File: config.mk
export PLATFORM = sky130hd
export DESIGN_NAME = tag_repeat_read_filter
export DESIGN_NICKNAME = d
export VERILOG_FILES = /design/src/inc/tag_filter_pkg.sv /design/src/core/second_ticker.sv /design/src/core/tag_repeat_read_filter.sv
export SDC_FILE = /design/constraint.sdc
export NUM_CORES = 1
export LEC_CHECK = 0
export BUFFER_PORTS_ARGS = -buffer_cell sky130_fd_sc_hd__clkbuf_2
export CELL_PAD_IN_SITES_DETAIL_PLACEMENT = 0
export CELL_PAD_IN_SITES_GLOBAL_PLACEMENT = 1
export CORE_MARGIN = 5
export CORE_UTILIZATION = 50
export CTS_BUF_LIST = sky130_fd_sc_hd__clkbuf_8
export CTS_CLUSTER_DIAMETER = 50
export DETAILED_ROUTE_END_ITERATION = 12
export GPL_TIMING_DRIVEN = 0
export PLACE_DENSITY_LB_ADDON = 0.3
export SYNTH_ARGS = -nofsm -noshare
export SYNTH_HDL_FRONTEND = slang
export SYNTH_SLANG_ARGS = --single-unit
File: constraint.sdc
create_clock -name clk -period 17.2 [get_ports clk]
set_input_delay 3.44 -clock clk [delete_from_list [all_inputs] [get_ports clk]]
set_output_delay 3.44 -clock clk [all_outputs]
set_load 0.1 [all_outputs]
File: src/inc/tag_filter_pkg.sv
package tag_filter_pkg;

   // ----------------------------------------------------------------
   // register bus geometry
   // ----------------------------------------------------------------
   localparam int ADDR_W = 8;                    // register address width
   localparam int DATA_W = 8;                    // register data width

   // ----------------------------------------------------------------
   // command offsets: each command is a write, its value is the data
   // ----------------------------------------------------------------
   localparam logic [7:0] LOCK_OFF_CMD_ADDR          = 8'h00; // filter off, reads mode
   localparam logic [7:0] LOCK_UNTIL_OTHER_TAG_ADDR  = 8'h01; // lock_until_other_tag_cmd
   localparam logic [7:0] LOCK_WITH_TIMEOUT_ADDR     = 8'h02; // lock_with_timeout_cmd
   localparam logic [7:0] LOCK_TIMEOUT_ADDR          = 8'h03; // lock_timeout_cmd
   localparam logic [7:0] SKIP_EMPTY_SLOT_ADDR       = 8'h04; // skip_empty_slot_cmd
   localparam logic [7:0] STATUS_ADDR                = 8'h05; // read-only state

   // ----------------------------------------------------------------
   // field positions and reset values
   // ----------------------------------------------------------------
   localparam int         STATUS_EXPIRED_BIT  = 7;     // timeout has run out
   localparam int         STATUS_ARMED_BIT    = 6;     // a tag identity is held
   localparam logic [7:0] TIMEOUT_MAX_S       = 8'hB4; // 180 s upper limit
   localparam logic [7:0] TIMEOUT_RESET_S     = 8'h0A; // 10 s after start-up
   localparam logic       SKIP_RESET          = 1'b1;  // skip empty slots by default
   localparam logic [7:0] SECONDS_SATURATE    = 8'hFF; // elapsed counter ceiling

   // ----------------------------------------------------------------
   // timing
   // ----------------------------------------------------------------
   localparam int CLK_PERIOD_NS  = 10;             // 100 MHz clock
   localparam int SECOND_NS      = 1_000_000_000;  // one second in ns
   localparam int CYCLES_PER_SEC = SECOND_NS / CLK_PERIOD_NS;

   // ----------------------------------------------------------------
   // lock modes
   // ----------------------------------------------------------------
   typedef enum logic [1:0] {
      MODE_OFF,
      MODE_UNTIL_OTHER,
      MODE_TIMEOUT
   } lock_mode_type;

endpackage

File: src/core/second_ticker.sv
// one-cycle enable pulse every CYCLES_PER_TICK clocks, restartable so that
// the first second after a restart is a full second
module second_ticker import tag_filter_pkg::*; #(
   parameter int CYCLES_PER_TICK = CYCLES_PER_SEC
) (
   // clock and reset
   input  wire logic clk,
   input  wire logic reset,
   // control
   input  wire logic restart,
   // enable out
   output logic      tick
);

   // ----------------------------------------------------------------
   // elaboration check
   // ----------------------------------------------------------------
   if (CYCLES_PER_TICK < 2) begin : g_bad_period
      $error("second_ticker needs at least two cycles per tick");
   end

   localparam int CNT_W = $clog2(CYCLES_PER_TICK);
   localparam logic [CNT_W-1:0] LAST = CNT_W'(CYCLES_PER_TICK - 1);

   typedef struct packed {
      logic [CNT_W-1:0] count;   // cycles into the current second
      logic             tick;    // registered enable pulse
   } ticker_state_type;

   ticker_state_type state_q;    // registered state
   ticker_state_type state_d;    // next state

   // ----------------------------------------------------------------
   // next state
   // ----------------------------------------------------------------
   always_comb begin
      state_d      = state_q;
      state_d.tick = 1'b0;
      if (restart) begin
         // restart wins so a fresh report never sees a stale partial second
         state_d.count = '0;
      end else if (state_q.count == LAST) begin
         state_d.count = '0;
         state_d.tick  = 1'b1;
      end else begin
         state_d.count = state_q.count + CNT_W'(1);
      end
   end

   // state register
   always_ff @(posedge clk or posedge reset) begin
      if (reset) begin
         state_q <= '0;
      end else begin
         state_q <= state_d;
      end
   end

   assign tick = state_q.tick;

endmodule

File: src/core/tag_repeat_read_filter.sv
module tag_repeat_read_filter import tag_filter_pkg::*; #(
   parameter int UID_W           = 64,              // transponder identity width
   parameter int CYCLES_PER_SECOND = CYCLES_PER_SEC // shorten for simulation
) (
   // clock and reset
   input  wire logic              clk,
   input  wire logic              reset,
   // register port
   input  wire logic [ADDR_W-1:0] reg_addr,
   input  wire logic [DATA_W-1:0] reg_wdata,
   input  wire logic              reg_write,
   input  wire logic              reg_read,
   output logic      [DATA_W-1:0] reg_rdata,
   // tag reads from the air interface
   input  wire logic              tag_valid,
   input  wire logic [UID_W-1:0]  tag_id,
   // filtered reports
   output logic                   report_valid,
   output logic      [UID_W-1:0]  report_id,
   // anticollision slot control
   input  wire logic              slot_empty,
   output logic                   slot_skip,
   output logic                   skip_enable
);

   // ----------------------------------------------------------------
   // elaboration check
   // ----------------------------------------------------------------
   if (UID_W < 1) begin : g_bad_uid
      $error("tag_repeat_read_filter needs a non-empty identity");
   end

   // ----------------------------------------------------------------
   // helpers
   // ----------------------------------------------------------------
   // timeout values above the limit are refused, not clipped
   function automatic logic timeout_ok(input logic [DATA_W-1:0] value);
      timeout_ok = (value <= TIMEOUT_MAX_S);
   endfunction

   // ----------------------------------------------------------------
   // state
   // ----------------------------------------------------------------
   typedef struct packed {
      lock_mode_type     mode;         // current lock mode
      logic [7:0]        timeout_s;    // lock two timeout in seconds
      logic              skip;         // skip empty slots
      logic              held;         // held identity is meaningful
      logic [UID_W-1:0]  held_id;      // last tag seen
      logic [7:0]        secs;         // seconds since last report
      logic              report_valid; // registered report strobe
      logic [UID_W-1:0]  report_id;    // registered report identity
      logic              slot_skip;    // registered skip pulse
      logic [DATA_W-1:0] rdata;        // read data, one cycle later
      logic              timeout_set;  // software has written a timeout
   } filter_state_type;

   filter_state_type state_q;          // registered state
   filter_state_type state_d;          // next state

   logic same_tag;                     // incoming tag equals the held one
   logic expired;                      // lock two timeout has run out
   logic report_now;                   // the incoming tag is passed on
   logic sec_tick;                     // one pulse per second

   // ----------------------------------------------------------------
   // second timebase, restarted by each report
   // ----------------------------------------------------------------
   second_ticker #(
      .CYCLES_PER_TICK (CYCLES_PER_SECOND)
   ) u_ticker (
      .clk     (clk),
      .reset   (reset),
      .restart (report_now),
      .tick    (sec_tick)
   );

   // ----------------------------------------------------------------
   // filter decision
   // ----------------------------------------------------------------
   assign same_tag = state_q.held && (tag_id == state_q.held_id);
   // the count resets on a report, so timeout 0 re-reports every read
   assign expired  = (state_q.secs >= state_q.timeout_s);

   always_comb begin
      report_now = 1'b0;
      if (tag_valid) begin
         case (state_q.mode)
            MODE_OFF: begin
               report_now = 1'b1;
            end
            MODE_UNTIL_OTHER: begin
               // a repeat is held back until some other tag shows up
               report_now = !same_tag;
            end
            MODE_TIMEOUT: begin
               // a tag lingering in the field stays silent until expiry
               report_now = !same_tag || expired;
            end
            default: begin
               report_now = 1'b0;
            end
         endcase
      end
   end

   // ----------------------------------------------------------------
   // next state
   // ----------------------------------------------------------------
   always_comb begin
      state_d              = state_q;
      state_d.report_valid = 1'b0;
      state_d.slot_skip    = 1'b0;
      state_d.rdata        = '0;

      // elapsed seconds, saturating so a long absence never wraps
      if (report_now) begin
         state_d.secs = '0;
      end else if (sec_tick && (state_q.secs != SECONDS_SATURATE)) begin
         state_d.secs = state_q.secs + 8'h01;
      end

      // every read tag becomes the held one; in lock one any other tag
      // therefore re-arms the previous one
      if (tag_valid) begin
         state_d.held    = 1'b1;
         state_d.held_id = tag_id;
      end
      if (report_now) begin
         state_d.report_valid = 1'b1;
         state_d.report_id    = tag_id;
      end

      // empty slot handling for the anticollision sequencer
      if (slot_empty) begin
         state_d.slot_skip = state_q.skip;
      end

      // command writes: the value travels as write data
      if (reg_write) begin
         case (reg_addr)
            LOCK_OFF_CMD_ADDR: begin
               state_d.mode = MODE_OFF;
               state_d.held = 1'b0;
            end
            LOCK_UNTIL_OTHER_TAG_ADDR: begin
               // a new mode starts with nothing locked
               state_d.mode = MODE_UNTIL_OTHER;
               state_d.held = 1'b0;
            end
            LOCK_WITH_TIMEOUT_ADDR: begin
               state_d.mode = MODE_TIMEOUT;
               state_d.held = 1'b0;
            end
            LOCK_TIMEOUT_ADDR: begin
               if (timeout_ok(reg_wdata)) begin
                  state_d.timeout_s   = reg_wdata;
                  state_d.timeout_set = 1'b1;
               end
            end
            SKIP_EMPTY_SLOT_ADDR: begin
               // only the low bit carries meaning
               state_d.skip = reg_wdata[0];
            end
            default: begin
               // unmapped and read-only offsets ignore writes
            end
         endcase
      end

      // reads answer in the next cycle; unmapped offsets read zero
      if (reg_read) begin
         case (reg_addr)
            LOCK_OFF_CMD_ADDR: begin
               state_d.rdata = {6'h00, state_q.mode};
            end
            LOCK_TIMEOUT_ADDR: begin
               state_d.rdata = state_q.timeout_s;
            end
            SKIP_EMPTY_SLOT_ADDR: begin
               state_d.rdata = {7'h00, state_q.skip};
            end
            STATUS_ADDR: begin
               state_d.rdata                     = {6'h00, state_q.mode};
               state_d.rdata[STATUS_EXPIRED_BIT] = expired;
               state_d.rdata[STATUS_ARMED_BIT]   = state_q.held;
            end
            default: begin
               state_d.rdata = '0;
            end
         endcase
      end
   end

   // ----------------------------------------------------------------
   // state register
   // ----------------------------------------------------------------
   always_ff @(posedge clk or posedge reset) begin
      if (reset) begin
         state_q           <= '0;
         state_q.mode      <= MODE_OFF;
         state_q.timeout_s <= TIMEOUT_RESET_S;
         state_q.skip      <= SKIP_RESET;
      end else begin
         state_q <= state_d;
      end
   end

   // ----------------------------------------------------------------
   // outputs
   // ----------------------------------------------------------------
   assign reg_rdata    = state_q.rdata;
   assign report_valid = state_q.report_valid;
   assign report_id    = state_q.report_id;
   assign slot_skip    = state_q.slot_skip;
   assign skip_enable  = state_q.skip;

   // ----------------------------------------------------------------
   // assertions
   // ----------------------------------------------------------------
   a_lock1_no_repeat: assert property (@(posedge clk) disable iff (reset)
      (state_q.mode == MODE_UNTIL_OTHER) && tag_valid && same_tag && !reg_write
      |=> !report_valid)
      else $error("repeated tag reported in lock one");

   a_lock1_new_tag: assert property (@(posedge clk) disable iff (reset)
      (state_q.mode == MODE_UNTIL_OTHER) && tag_valid && !same_tag
      |=> report_valid && (report_id == $past(tag_id)))
      else $error("different tag not reported in lock one");

   a_lock2_hold: assert property (@(posedge clk) disable iff (reset)
      (state_q.mode == MODE_TIMEOUT) && tag_valid && same_tag && !expired
      |=> !report_valid)
      else $error("lingering tag reported before timeout");

   a_timeout_range: assert property (@(posedge clk) disable iff (reset)
      state_q.timeout_s <= TIMEOUT_MAX_S)
      else $error("timeout outside 0 to 180 seconds");

   a_timeout_default: assert property (@(posedge clk) disable iff (reset)
      !state_q.timeout_set |-> (state_q.timeout_s == TIMEOUT_RESET_S))
      else $error("timeout moved from default without a write");

   a_skip_off: assert property (@(posedge clk) disable iff (reset)
      slot_empty && !skip_enable && !(reg_write && (reg_addr == SKIP_EMPTY_SLOT_ADDR))
      |=> !slot_skip ##1 !slot_skip || !$past(slot_empty))
      else $error("empty slot skipped while skipping is off");

   a_skip_on: assert property (@(posedge clk) disable iff (reset)
      slot_empty && skip_enable |=> slot_skip)
      else $error("empty slot not skipped while skipping is on");

   a_timeout_cmd: assert property (@(posedge clk) disable iff (reset)
      reg_write && (reg_addr == LOCK_TIMEOUT_ADDR)
      |=> (state_q.timeout_s == ($past(timeout_ok(reg_wdata)) ?
          $past(reg_wdata) : $past(state_q.timeout_s))))
      else $error("timeout command value not taken");

   a_lock2_rearm: assert property (@(posedge clk) disable iff (reset)
      (state_q.mode == MODE_TIMEOUT) && tag_valid && same_tag && expired
      |=> report_valid ##1 (state_q.secs == 8'h00 || sec_tick || $past(sec_tick)))
      else $error("tag not re-reported after timeout");

   c_lock1_suppress: cover property (@(posedge clk) disable iff (reset)
      (state_q.mode == MODE_UNTIL_OTHER) && tag_valid && same_tag);

   c_lock2_rearm: cover property (@(posedge clk) disable iff (reset)
      (state_q.mode == MODE_TIMEOUT) && tag_valid && same_tag && expired);

   c_slot_skipped: cover property (@(posedge clk) disable iff (reset)
      slot_empty ##1 slot_skip);

   c_mode_off_pass: cover property (@(posedge clk) disable iff (reset)
      (state_q.mode == MODE_OFF) && tag_valid ##1 report_valid);

   // ----------------------------------------------------------------
   // output pulse shape
   // ----------------------------------------------------------------
   // read data must fall back to zero so a stale value is never mistaken
   // for a fresh answer by a host that samples late
   a_rdata_idle: assert property (@(posedge clk) disable iff (reset)
      !reg_read |=> (reg_rdata == '0))
      else $error("read data standing without a read");

   a_report_cause: assert property (@(posedge clk) disable iff (reset)
      report_valid |-> $past(tag_valid))
      else $error("report without a tag read");

   a_skip_pulse: assert property (@(posedge clk) disable iff (reset)
      !slot_empty |=> !slot_skip)
      else $error("slot skipped without an empty slot");

   // offsets 0x00 to 0x02 are the three mode commands
   a_mode_clear: assert property (@(posedge clk) disable iff (reset)
      reg_write && (reg_addr <= LOCK_WITH_TIMEOUT_ADDR) |=> !state_q.held)
      else $error("mode command left an identity held");

endmodule

* Word-level counts from Yosys, hierarchy flattened
Index checks and enable logic that the tools add are counted.
** Word-level totals
- Flip-flop bits (word level) :: 186
- Output and inout port bits :: 75
- Logic and storage cells :: 54
** Operators by class
- Add/subtract/negate cells :: 2
- Order comparisons :: 2
- Eq/ne operators :: 10
- Mux-type cells :: 16
- Reductions and logical operators :: 12
** Operators by type and width (number)
- $mux W65 :: 2
- $eq A64 B64 Y1 :: 1
- $mux W27 :: 2
- $pmux W8 S4 :: 1
- $add A27 B1 Y27 const B :: 1
- $eq A27 B27 Y1 const B :: 1
- $mux W8 :: 3
- $eq A8 B2 Y1 const B :: 2
- $eq A8 B3 Y1 const B :: 2
- $add A8 B1 Y8 const B :: 1
- $eq A8 B1 Y1 const B :: 1
- $ge A8 B8 Y1 :: 1
- $le A8 B8 Y1 const B :: 1
- $logic_not A8 Y1 :: 1
- $ne A8 B8 Y1 const B :: 1
- $mux W1 :: 6
- $pmux W2 S3 :: 1
- $reduce_and A2 Y1 :: 2
- $pmux W1 S3 :: 1
- $reduce_and A3 Y1 :: 1
- $reduce_bool A3 Y1 :: 1
- $reduce_or A3 Y1 :: 1
- $eq A2 B1 Y1 const B :: 1
- $eq A2 B2 Y1 const B :: 1
- 5 further kinds :: 6

* Longest topological paths before layout
Gate-level depths: netlist of run 1.
- Depth after elaboration :: 7
- Mapped depth :: 11
- Depth with buffers taken out :: 8

* Hierarchy
A second synthesis of run 1 with hierarchy kept.
** Second synthesis, totals
- Cells, all modules :: 755
- Area, all modules :: 9320.2 sq um
** By module, submodules not included
- tag_repeat_read_filter :: times used 1, cells an instance 598, area each 7838.8 sq um, seq. area each 3957.5 sq um
- second_ticker :: times used 1, cells an instance 157, area each 1481.4 sq um, seq. area each 700.7 sq um

* Worst setup path before layout of run 1
OpenSTA, ideal clock, no wires.
- Path type :: input -> register
- Start point :: input tag_id[63]
- End point :: register state_q (netlist bit report_id[14])
- Arrival time :: 5.130 ns
- Path slack :: 11.945 ns
- Stages :: 8
- Cells stage by stage :: xnor2_1 > nand3_1 > or4_1 > nor4_1 > a31oi_1 > buf_4 > buf_6 > mux2_4
** On the way
- Cells in the longest elaborated chain, start to end :: 6
** RTL lines
- from (decl) :: RTL line tag_repeat_read_filter.sv:16 : input wire logic [UID_W-1:0] tag_id,
- $eq A64 B64 Y1 (*) :: RTL line tag_repeat_read_filter.sv:81 : assign same_tag = state_q.held && (tag_id == state_q.held_id);
- $logic_and A1 B1 Y1 (*) :: RTL line tag_repeat_read_filter.sv:81
- $logic_not A1 Y1 (*) :: RTL line tag_repeat_read_filter.sv:94, tag_repeat_read_filter.sv:98
- $logic_or A1 B1 Y1 :: RTL line tag_repeat_read_filter.sv:98 : report_now = !same_tag || expired;
- $pmux W1 S3 (*) :: RTL line tag_repeat_read_filter.sv:88 : case (state_q.mode)
- $mux W1 (*) :: RTL line tag_repeat_read_filter.sv:87 : if (tag_valid) begin
- to (signal assigned) :: RTL line tag_repeat_read_filter.sv:205 : state_q <= state_d;
- to (decl) :: RTL line tag_repeat_read_filter.sv:58 : filter_state_type state_q;
Every way passes the cells marked *; elsewhere a longest branch is shown, timed or not.
A chain may end at the register's enable or synchronous reset.

* Worst setup path after layout of run 1
- Start point :: input tag_id[14]
- End point :: register state_q (netlist bit report_id[4])
Same word-level chain as after synthesis.

==> results.ini, run 1 <==
[finish]
drive_gt1_share_pct = 42.14
diodes = 0
layout-area-overhead-vs-synth_pct = 16.69
fillerInstances = 1524
fin_cells = 1190
layout.nets = 1044

[grt]
grt_pass1_wl_mm = 32.59
grt_use_total_pct = 18.95
antenna_found_initial = 0
first_global_vias = 6285
grt-ovfl-total = 0
grt_max_degree = 115

[floorplanning]
die_x_um = 145.2
die_area_um2 = 21090
initial_core_util_pct = 50.90
num_rows = 49
design.core.area_um2 = 17960
die_h_um = 145.2
pin_count = 161

[setup_path]
crit_chain = clkbuf_2, nor2b_1, a2111oi_0, nand4_1, nor4_1, a31oi_1, clkbuf_1, mux2_2
reg2reg_depth = 9
r2r_slack_ps = 14460
arrival_ps = 5580
critPathCaptureType = flop
cpMaxStageDelayCell = a2111oi_0
crit_type = in2reg
cp_max_fo = 10
rr_endpoint = report_id[4]$_DFFE_PP0P_
cp-start-kind = input port
r2r-start = state_q[150]$_DFFE_PP1P_
critPathMaxStageDelay_ps = 590
cp_data_required_time_ps = 17550

[timing]
rsz0062_at_grt = false
worst_pin_slew_ps = 836.6
drv_slew = 0
finalHoldViolations = 0
slew_headroom_pct = 44.23
fin_setup_tns_ps = 0
skew_ps = 16.81
setup_viol = 0
post-route-period-util_pct = 30.44
min_period_ps = 5236
fmax_ghz = 0.1910

[min_path]
hold_end = u_ticker.state_q[1]$_DFF_PP0_
hold_depth = 1
min_from = u_ticker.state_q[1]$_DFF_PP0_
hold_class = reg2reg

[job]
max_cap_violations = 0

[routing]
drt_iter0_markers = 305
routed_via_density = 5.046
drc_errors = 0
routed_wl_mm = 19.58
ant_nets = 0
dr.pass1.iters = 4
routedWlPerCell_um = 16.45
via_count = 6005

[synth]
yosys.area_share.simple_pct = 11.34
syn_nets = 865
synth_fa_ha_area_share_pct = 1.368
synth_area_um2 = 9144
synth_area_per_cell_um2 = 11.89
synth_cell_types = 46
ys_ff_latch = 186
ys.flop_type = dfrtp_1
synthMuxAreaShare_pct = 17.68
syn_inst = 769
synth_top_family_by_area = multiplexers
synth-xor-area-share_pct = 7.184
async_flop_share_pct = 100.0
synth_edf_count = 0
yosysWarnings = 0
ys_seq_area_share_pct = 50.94
synth_compound_area_share_pct = 2.969

[placed_design]
dp_cells = 1158
dp_hpwl_mm = 14.61
gp_congestion = 0.8032
portBuffers = 159

[clock_tree]
cts-root-buf = clkbuf_8
htree_levels = 4
clk_pin_slew_ps = 90
cts_buffers = 17
cts_tree = done
cts_hold_buf = 0
ctsResizeCount = 0
clock_sinks = 186
clock_latency_ps = 470
clock_tree.buffer_depth = 2
post_cts_buffers = 0

[pwr]
p_leak_uw = 0.005128
p_per_area_nw_per_um2 = 98.59
ir_drop_v = 0.00005559
p_total_uw = 1052

[run_status]
run_status = finished, final reports clean

## power by group
part	internal [µW]	total (µW)	switching (µW)
Combinational	83.8	262	178
Clock	144	301	157
Sequential	469	489	20.2
## how the worst max path moves through the flow
stage / depth (start not counted) / slack (ps) / to / from
3_5_place_dp: 8 / 11480 / report_id[8]$_DFFE_PP0P_ / tag_id[14]
3_3_place_gp: 2 / 6560 / report_id[20]$_DFFE_PP0P_ / reset
6_report: 8 / 11960 / report_id[4]$_DFFE_PP0P_ / tag_id[14]
2_1_floorplan: 1 / 8710 / reg_rdata[0]$_DFF_PP0_ / reset
5_1_grt: 8 / 11810 / report_id[4]$_DFFE_PP0P_ / tag_id[14]
4_1_cts: 8 / 11980 / report_id[8]$_DFFE_PP0P_ / tag_id[14]
## state kept, by name, summed over array words and instances (netlist names)
name,flops
report_valid,1
state_q,83
u_ticker.state_q,27
slot_skip,1
reg_rdata,8
skip_enable,1
u_ticker.tick,1
report_id,64
## placed cells by master (no fill, tap or decap), types with 6 or more instances in the layout
cell and instances:
mux2_2 76, nor2_1 56, nor2b_1 13, xor2_1 49, o21ai_0 12, dfrtp_1 183
nor3_1 11, clkbuf_8 17, clkbuf_1 9, inv_1 27, nor4_1 13, ha_1 10
xnor2_1 26, mux2_4 50, and3_1 7, clkbuf_2 159, buf_6 6, a21oi_1 12
nand2b_1 16, nand2_1 42, buf_4 73, nand3_1 22, nand4_1 11
## metrics by stage
step	instance area, µm²	util [%]	hold slack, ps	setup WS [ps]
3_3_place_gp	10230	56.93	489.3	6557
2_1_floorplan	9144	-	457.2	8708
5_1_grt	10670	59.40	526.0	11810
6_report	10670	59.40	510.1	11960
4_1_cts	10670	59.40	508.9	11980
3_5_place_dp	10260	57.12	492.7	11480
## layer usage
metal	global-route usage, %	part of all wire (%)
met1	26.14	46
met2	30.30	48
met3	4.397	5.3
met4	5.224	1.2
met5	0	0
## cell type report
class	count	area (µm²)	share of cell area [%]
plain buffers	95	680.7	6.379
clock buffers	17	234.0	2.193
clock inverters	15	175.2	1.642
inverters	26	105.1	0.9850
multi-input cells	462	3707	34.74
flip-flops and latches	186	4658	43.66
well taps	229	286.5	2.685
repair buffers	160	823.3	7.716
## worst max-delay path: cells and delay by family
family | cells | cell delay, ps
simple gates | 3 | 550
mux | 1 | 380
compound gates | 2 | 740
buf+inv | 2 | 470
## cells in the mapped netlist, types with 2 or more instances
| cell type | n | share of area, % |
|---|---|---|
| and2_1 | 2 | 0.14 |
| ha_1 | 10 | 1.4 |
| dfstp_2 | 3 | 0.86 |
| a221oi_1 | 2 | 0.19 |
| or4_1 | 3 | 0.25 |
| nand4_1 | 11 | 0.75 |
| nand2b_1 | 16 | 1.1 |
| o2111ai_1 | 4 | 0.38 |
| nor2b_1 | 13 | 0.89 |
| clkbuf_1 | 9 | 0.37 |
| o22ai_1 | 2 | 0.14 |
| a21oi_1 | 12 | 0.66 |
| buf_6 | 6 | 0.74 |
| nand2_1 | 42 | 1.7 |
| nand3b_1 | 3 | 0.25 |
| nor2_1 | 56 | 2.3 |
| nor4_1 | 13 | 0.89 |
| a2111oi_0 | 3 | 0.29 |
| nor3_1 | 11 | 0.60 |
| xor2_1 | 49 | 4.7 |
| inv_1 | 26 | 1.1 |
| nand3_1 | 22 | 1.2 |
| dfrtp_1 | 183 | 50 |
| o21ai_0 | 12 | 0.66 |
| and3_1 | 7 | 0.48 |
| buf_2 | 4 | 0.22 |
| xnor2_1 | 26 | 2.5 |
| a31oi_1 | 2 | 0.14 |
| buf_4 | 73 | 6.0 |
| buf_1 | 3 | 0.12 |
| mux2_2 | 76 | 9.4 |
| mux2_4 | 50 | 8.2 |
| and4_1 | 2 | 0.19 |
## logic make-up after synthesis
| family | after synthesis |
|---|---|
| AO/OA/AOI/OAI | 43 |
| XOR/XNOR | 75 |
| adder cells (fa/ha/maj) | 10 |
| buffers and inverters | 121 |
| flip-flops | 186 |
| multiplexers | 127 |
| AND/OR/NAND/NOR | 207 |
No activity file was read; power rests on OpenSTA's default activity.
==> run 2, diff against run 1 <==
- ABC_AREA: not set -> 1
- CORE_UTILIZATION: 50 -> 43
- clock period: 17.2 -> 5.44 ns (I/O delays scaled with it)
==> results.ini, run 2 <==
[run_status]
run_status = finished, final reports clean  ; unchanged

[grt]
grt_util_met1_pct = 25.54  ; was 26.14%
grt_pass1_wl_mm = 39.13  ; was 32.59 mm
grt-ovfl-total = 0  ; unchanged
antenna_found_initial = 3  ; was 0
grt_use_total_pct = 18.49  ; was 18.95%
busiest_layer = met2  ; unchanged
grt_max_degree = 41  ; was 115
grt_use_met2_pct = 30.30  ; about the same
first_global_vias = 7801  ; was 6285
grtUsageMet3_pct = 3.977  ; was 4.397%

[routing]
ant_nets = 0  ; unchanged
routed_wl_mm = 23.04  ; was 19.58 mm
drc_errors = 0  ; unchanged
via_count = 8031  ; was 6005
drt_iter0_markers = 347  ; was 305
routedWlPerCell_um = 13.35  ; was 16.45 µm
dr.pass1.iters = 4  ; unchanged
routed_via_density = 4.653  ; was 5.046

[setup_path]
cp-endpoint = skip_enable  ; was report_id[4]$_DFFE_PP0P_
critPathMaxStageDelay_ps = 580  ; was 590 ps
crit_type = reg2out  ; was in2reg
cp_max_fo = 4  ; was 10
cpMaxStageDelayCell = dfstp_2  ; was a2111oi_0
arrival_ps = 1510  ; was 5580 ps
reg2reg_depth = 12  ; was 9
cp-start-kind = flop  ; was input port
crit_path_start = skip_enable$_DFFE_PP1P_  ; was tag_id[14]
cp_data_required_time_ps = 4350  ; was 17550 ps
path_delay_family = flip-flops  ; was compound AO/OA/AOI/OAI gates
r2r-start = state_q[150]$_DFFE_PP1P_  ; unchanged
crit_chain = clkbuf_2  ; was clkbuf_2, nor2b_1, a2111oi_0, nand4_1, nor4_1, a31oi_1, clkbuf_1, mux2_2
cp.depth = 1  ; was 8
worst-path-buf-inv = 1  ; was 2
r2r_slack_ps = 3090  ; was 14460 ps
rr_endpoint = state_q[75]$_DFFE_PP0P_  ; was report_id[4]$_DFFE_PP0P_
critPathCaptureType = primary output  ; was flop

[clock_tree]
cts_buffers = 17  ; unchanged
post_cts_buffers = 0  ; unchanged
clk_pin_slew_ps = 110  ; was 90 ps
cts-root-buf = clkbuf_8  ; unchanged
clock_latency_ps = 470  ; about the same
htree_levels = 4  ; unchanged
cts_hold_buf = 0  ; unchanged
clock_sinks = 186  ; unchanged
clock_tree.buffer_depth = 2  ; unchanged
ctsResizeCount = 0  ; unchanged
cts_tree = done  ; unchanged

[synth]
synth.most_common_cell = nand2_1  ; was dfrtp_1
synth_edf_count = 0  ; unchanged
synth_area_per_cell_um2 = 7.834  ; was 11.89 µm²
synth_top_area_share_pct = 46.95  ; was 50.08%
yosysWarnings = 0  ; unchanged
ys.flop_type = dfrtp_1  ; unchanged
syn_inst = 1245  ; was 769
synth_area_um2 = 9753  ; was 9144 µm²
synth_fa_ha_area_share_pct = 1.283  ; was 1.368%
ys_seq_area_share_pct = 47.76  ; was 50.94%
async_flop_share_pct = 100.0  ; unchanged
synth-xor-area-share_pct = 2.694  ; was 7.184%
synth_compound_area_share_pct = 5.029  ; was 2.969%
syn_nets = 1341  ; was 865
synth_largest_area_cell = dfrtp_1  ; unchanged
synthMuxAreaShare_pct = 1.386  ; was 17.68%
yosys.area_share.simple_pct = 27.66  ; was 11.34%
ys_ff_latch = 186  ; unchanged
synth_cell_types = 41  ; was 46
synth_top_family_by_area = simple AND/OR/NAND/NOR gates  ; was multiplexers
synth_common_cells = nand2_1, dfrtp_1, inv_1, nor2_1, nand3_1  ; was dfrtp_1, mux2_2, buf_4, nor2_1, mux2_4
synth_area_leaders = dfrtp_1, nand2_1, inv_1  ; was dfrtp_1, mux2_2, mux2_4

[timing]
slew_headroom_pct = 59.70  ; was 44.23%
post-route-period-util_pct = 47.78
setup_viol = 0  ; unchanged
worst_pin_slew_ps = 604.6  ; was 836.6 ps
fin_setup_tns_ps = 0  ; unchanged
fmax_ghz = 0.3848
drv_slew = 0  ; unchanged
skew_ps = 18.82  ; was 16.81 ps
min_period_ps = 2599
holdWs_ps = 477.3  ; was 510.1 ps
finalHoldViolations = 0  ; unchanged
rsz0062_at_grt = false  ; unchanged
setup_slack_ps = 2841  ; was 11960 ps

[finish]
final_common_cell = nand2_1  ; was dfrtp_1
layout.nets = 1524  ; was 1044
fin_util_pct = 50.74  ; was 59.40%
largest_reg_flops = 83  ; unchanged
fillerInstances = 2271  ; was 1524
layout-area-overhead-vs-synth_pct = 17.08  ; was 16.69%
final_cell_mix = nand2_1, dfrtp_1, clkbuf_2  ; was dfrtp_1, clkbuf_2, mux2_2
regMostFlops = state_q  ; unchanged
drive_gt1_share_pct = 22.35  ; was 42.14%
diodes = 0  ; unchanged

[floorplanning]
initial_core_util_pct = 43.34  ; was 50.90%
die_x_um = 160.6  ; was 145.2 µm
pin_count = 161  ; unchanged
design.core.area_um2 = 22500  ; was 17960 µm²
die_h_um = 160.6  ; was 145.2 µm
num_rows = 55  ; was 49
die_area_um2 = 25790  ; was 21090 µm²

[pwr]
pwr-share-comb_pct = 23.7  ; was 24.9%
switchingPower_uw = 1156  ; was 355.1 µW
p_total_uw = 3272  ; was 1052 µW
p_int_uw = 2116  ; was 696.9 µW
p_seq_share_pct = 46.6  ; was 46.5%
clockPowerShare_pct = 29.7  ; was 28.6%
p_leak_uw = 0.006175  ; was 0.005128 µW
switching_share_pct = 35.32  ; was 33.75%
ir_drop_v = 0.0001571  ; was 0.00005559 V
p_per_area_nw_per_um2 = 286.5  ; was 98.59 nW/µm²

[placed_design]
gp_congestion = 0.8615  ; was 0.8032
portBuffers = 159  ; unchanged
place_ws_ps = 2482  ; was 11480 ps
dp_hpwl_mm = 17.62  ; was 14.61 mm

[min_path]
hold_class = reg2reg  ; unchanged

[job]
max_cap_violations = 0  ; unchanged

-- run 2: cell count changes after synthesis, sizes merged, moves of 35 or more --
cell,change
nand3,+74
nand2,+353
o21ai,+54
nor2,+57
mux2,-114
inv,+129
xor2,-35
-- run 2: cells by family after synthesis --
group / Yosys count
adder cells (fa/ha/maj): 10
flip-flops: 186
AO/OA/AOI/OAI: 92
XOR/XNOR: 30
buffers and inverters: 266
AND/OR/NAND/NOR: 649
multiplexers: 12
-- run 2: worst reg2reg max path, stage by stage (launching register included) --
cell and delay [ps]:
dfstp_2 540, inv_1 60, ha_1 260, o21ai_0 70
a21oi_1 120, nor2_1 50, o21ai_0 270, o21bai_1 100
nand2_1 140, nand2_2 100, inv_2 190, buf_2 270
nor2_1 70
-- run 2: final cells by class --
type                    instances  area [µm²]  share of cell area (%)
plain buffers                 111       802.0                   7.024
clock buffers                  18       247.7                   2.170
clock inverters                14       161.4                   1.414
inverters                     155       585.6                   5.128
multi-input cells             793        3711                   32.50
flip-flops and latches        186        4658                   40.80
well taps                     285       356.6                   3.123
repair buffers                164       895.9                   7.846
-- run 2: per-stage QoR --
stage                     instance area, µm²  std cells
after floorplan                         9757       1245
after global placement                 10910       1689
after CTS                              11420       1726
final                                  11420       1726
after detailed placement               11010       1694
after global routing                   11420       1726
-- run 2: power groups by stage --
stage / Clock (µW) / Combinational [µW] / Sequential (µW)
detailed placement: 0 / 783 / 1550
finish: 972 / 775 / 1520
global route: 1050 / 842 / 1540
global placement: 0 / 768 / 1550
CTS: 997 / 785 / 1530
floorplan: 0 / 611 / 1550
-- run 2: worst min path at each step --
stage | start | end | slack (ps) | cells after the start
floorplan | report_id[0]$_DFFE_PP0P_ | report_id[0]$_DFFE_PP0P_ | 440 | 2
global placement | report_id[53]$_DFFE_PP0P_ | report_id[53]$_DFFE_PP0P_ | 450 | 2
detailed placement | report_id[17]$_DFFE_PP0P_ | report_id[17]$_DFFE_PP0P_ | 460 | 2
CTS | report_id[17]$_DFFE_PP0P_ | report_id[17]$_DFFE_PP0P_ | 480 | 2
global route | report_id[6]$_DFFE_PP0P_ | report_id[6]$_DFFE_PP0P_ | 510 | 2
finish | report_id[17]$_DFFE_PP0P_ | report_id[17]$_DFFE_PP0P_ | 480 | 2
-- run 2: routing by layer --
layer	wire (µm)	part of all wire, %
met5	34	0.15
met4	253	1.1
met2	10610	46
met3	980	4.3
met1	11170	48
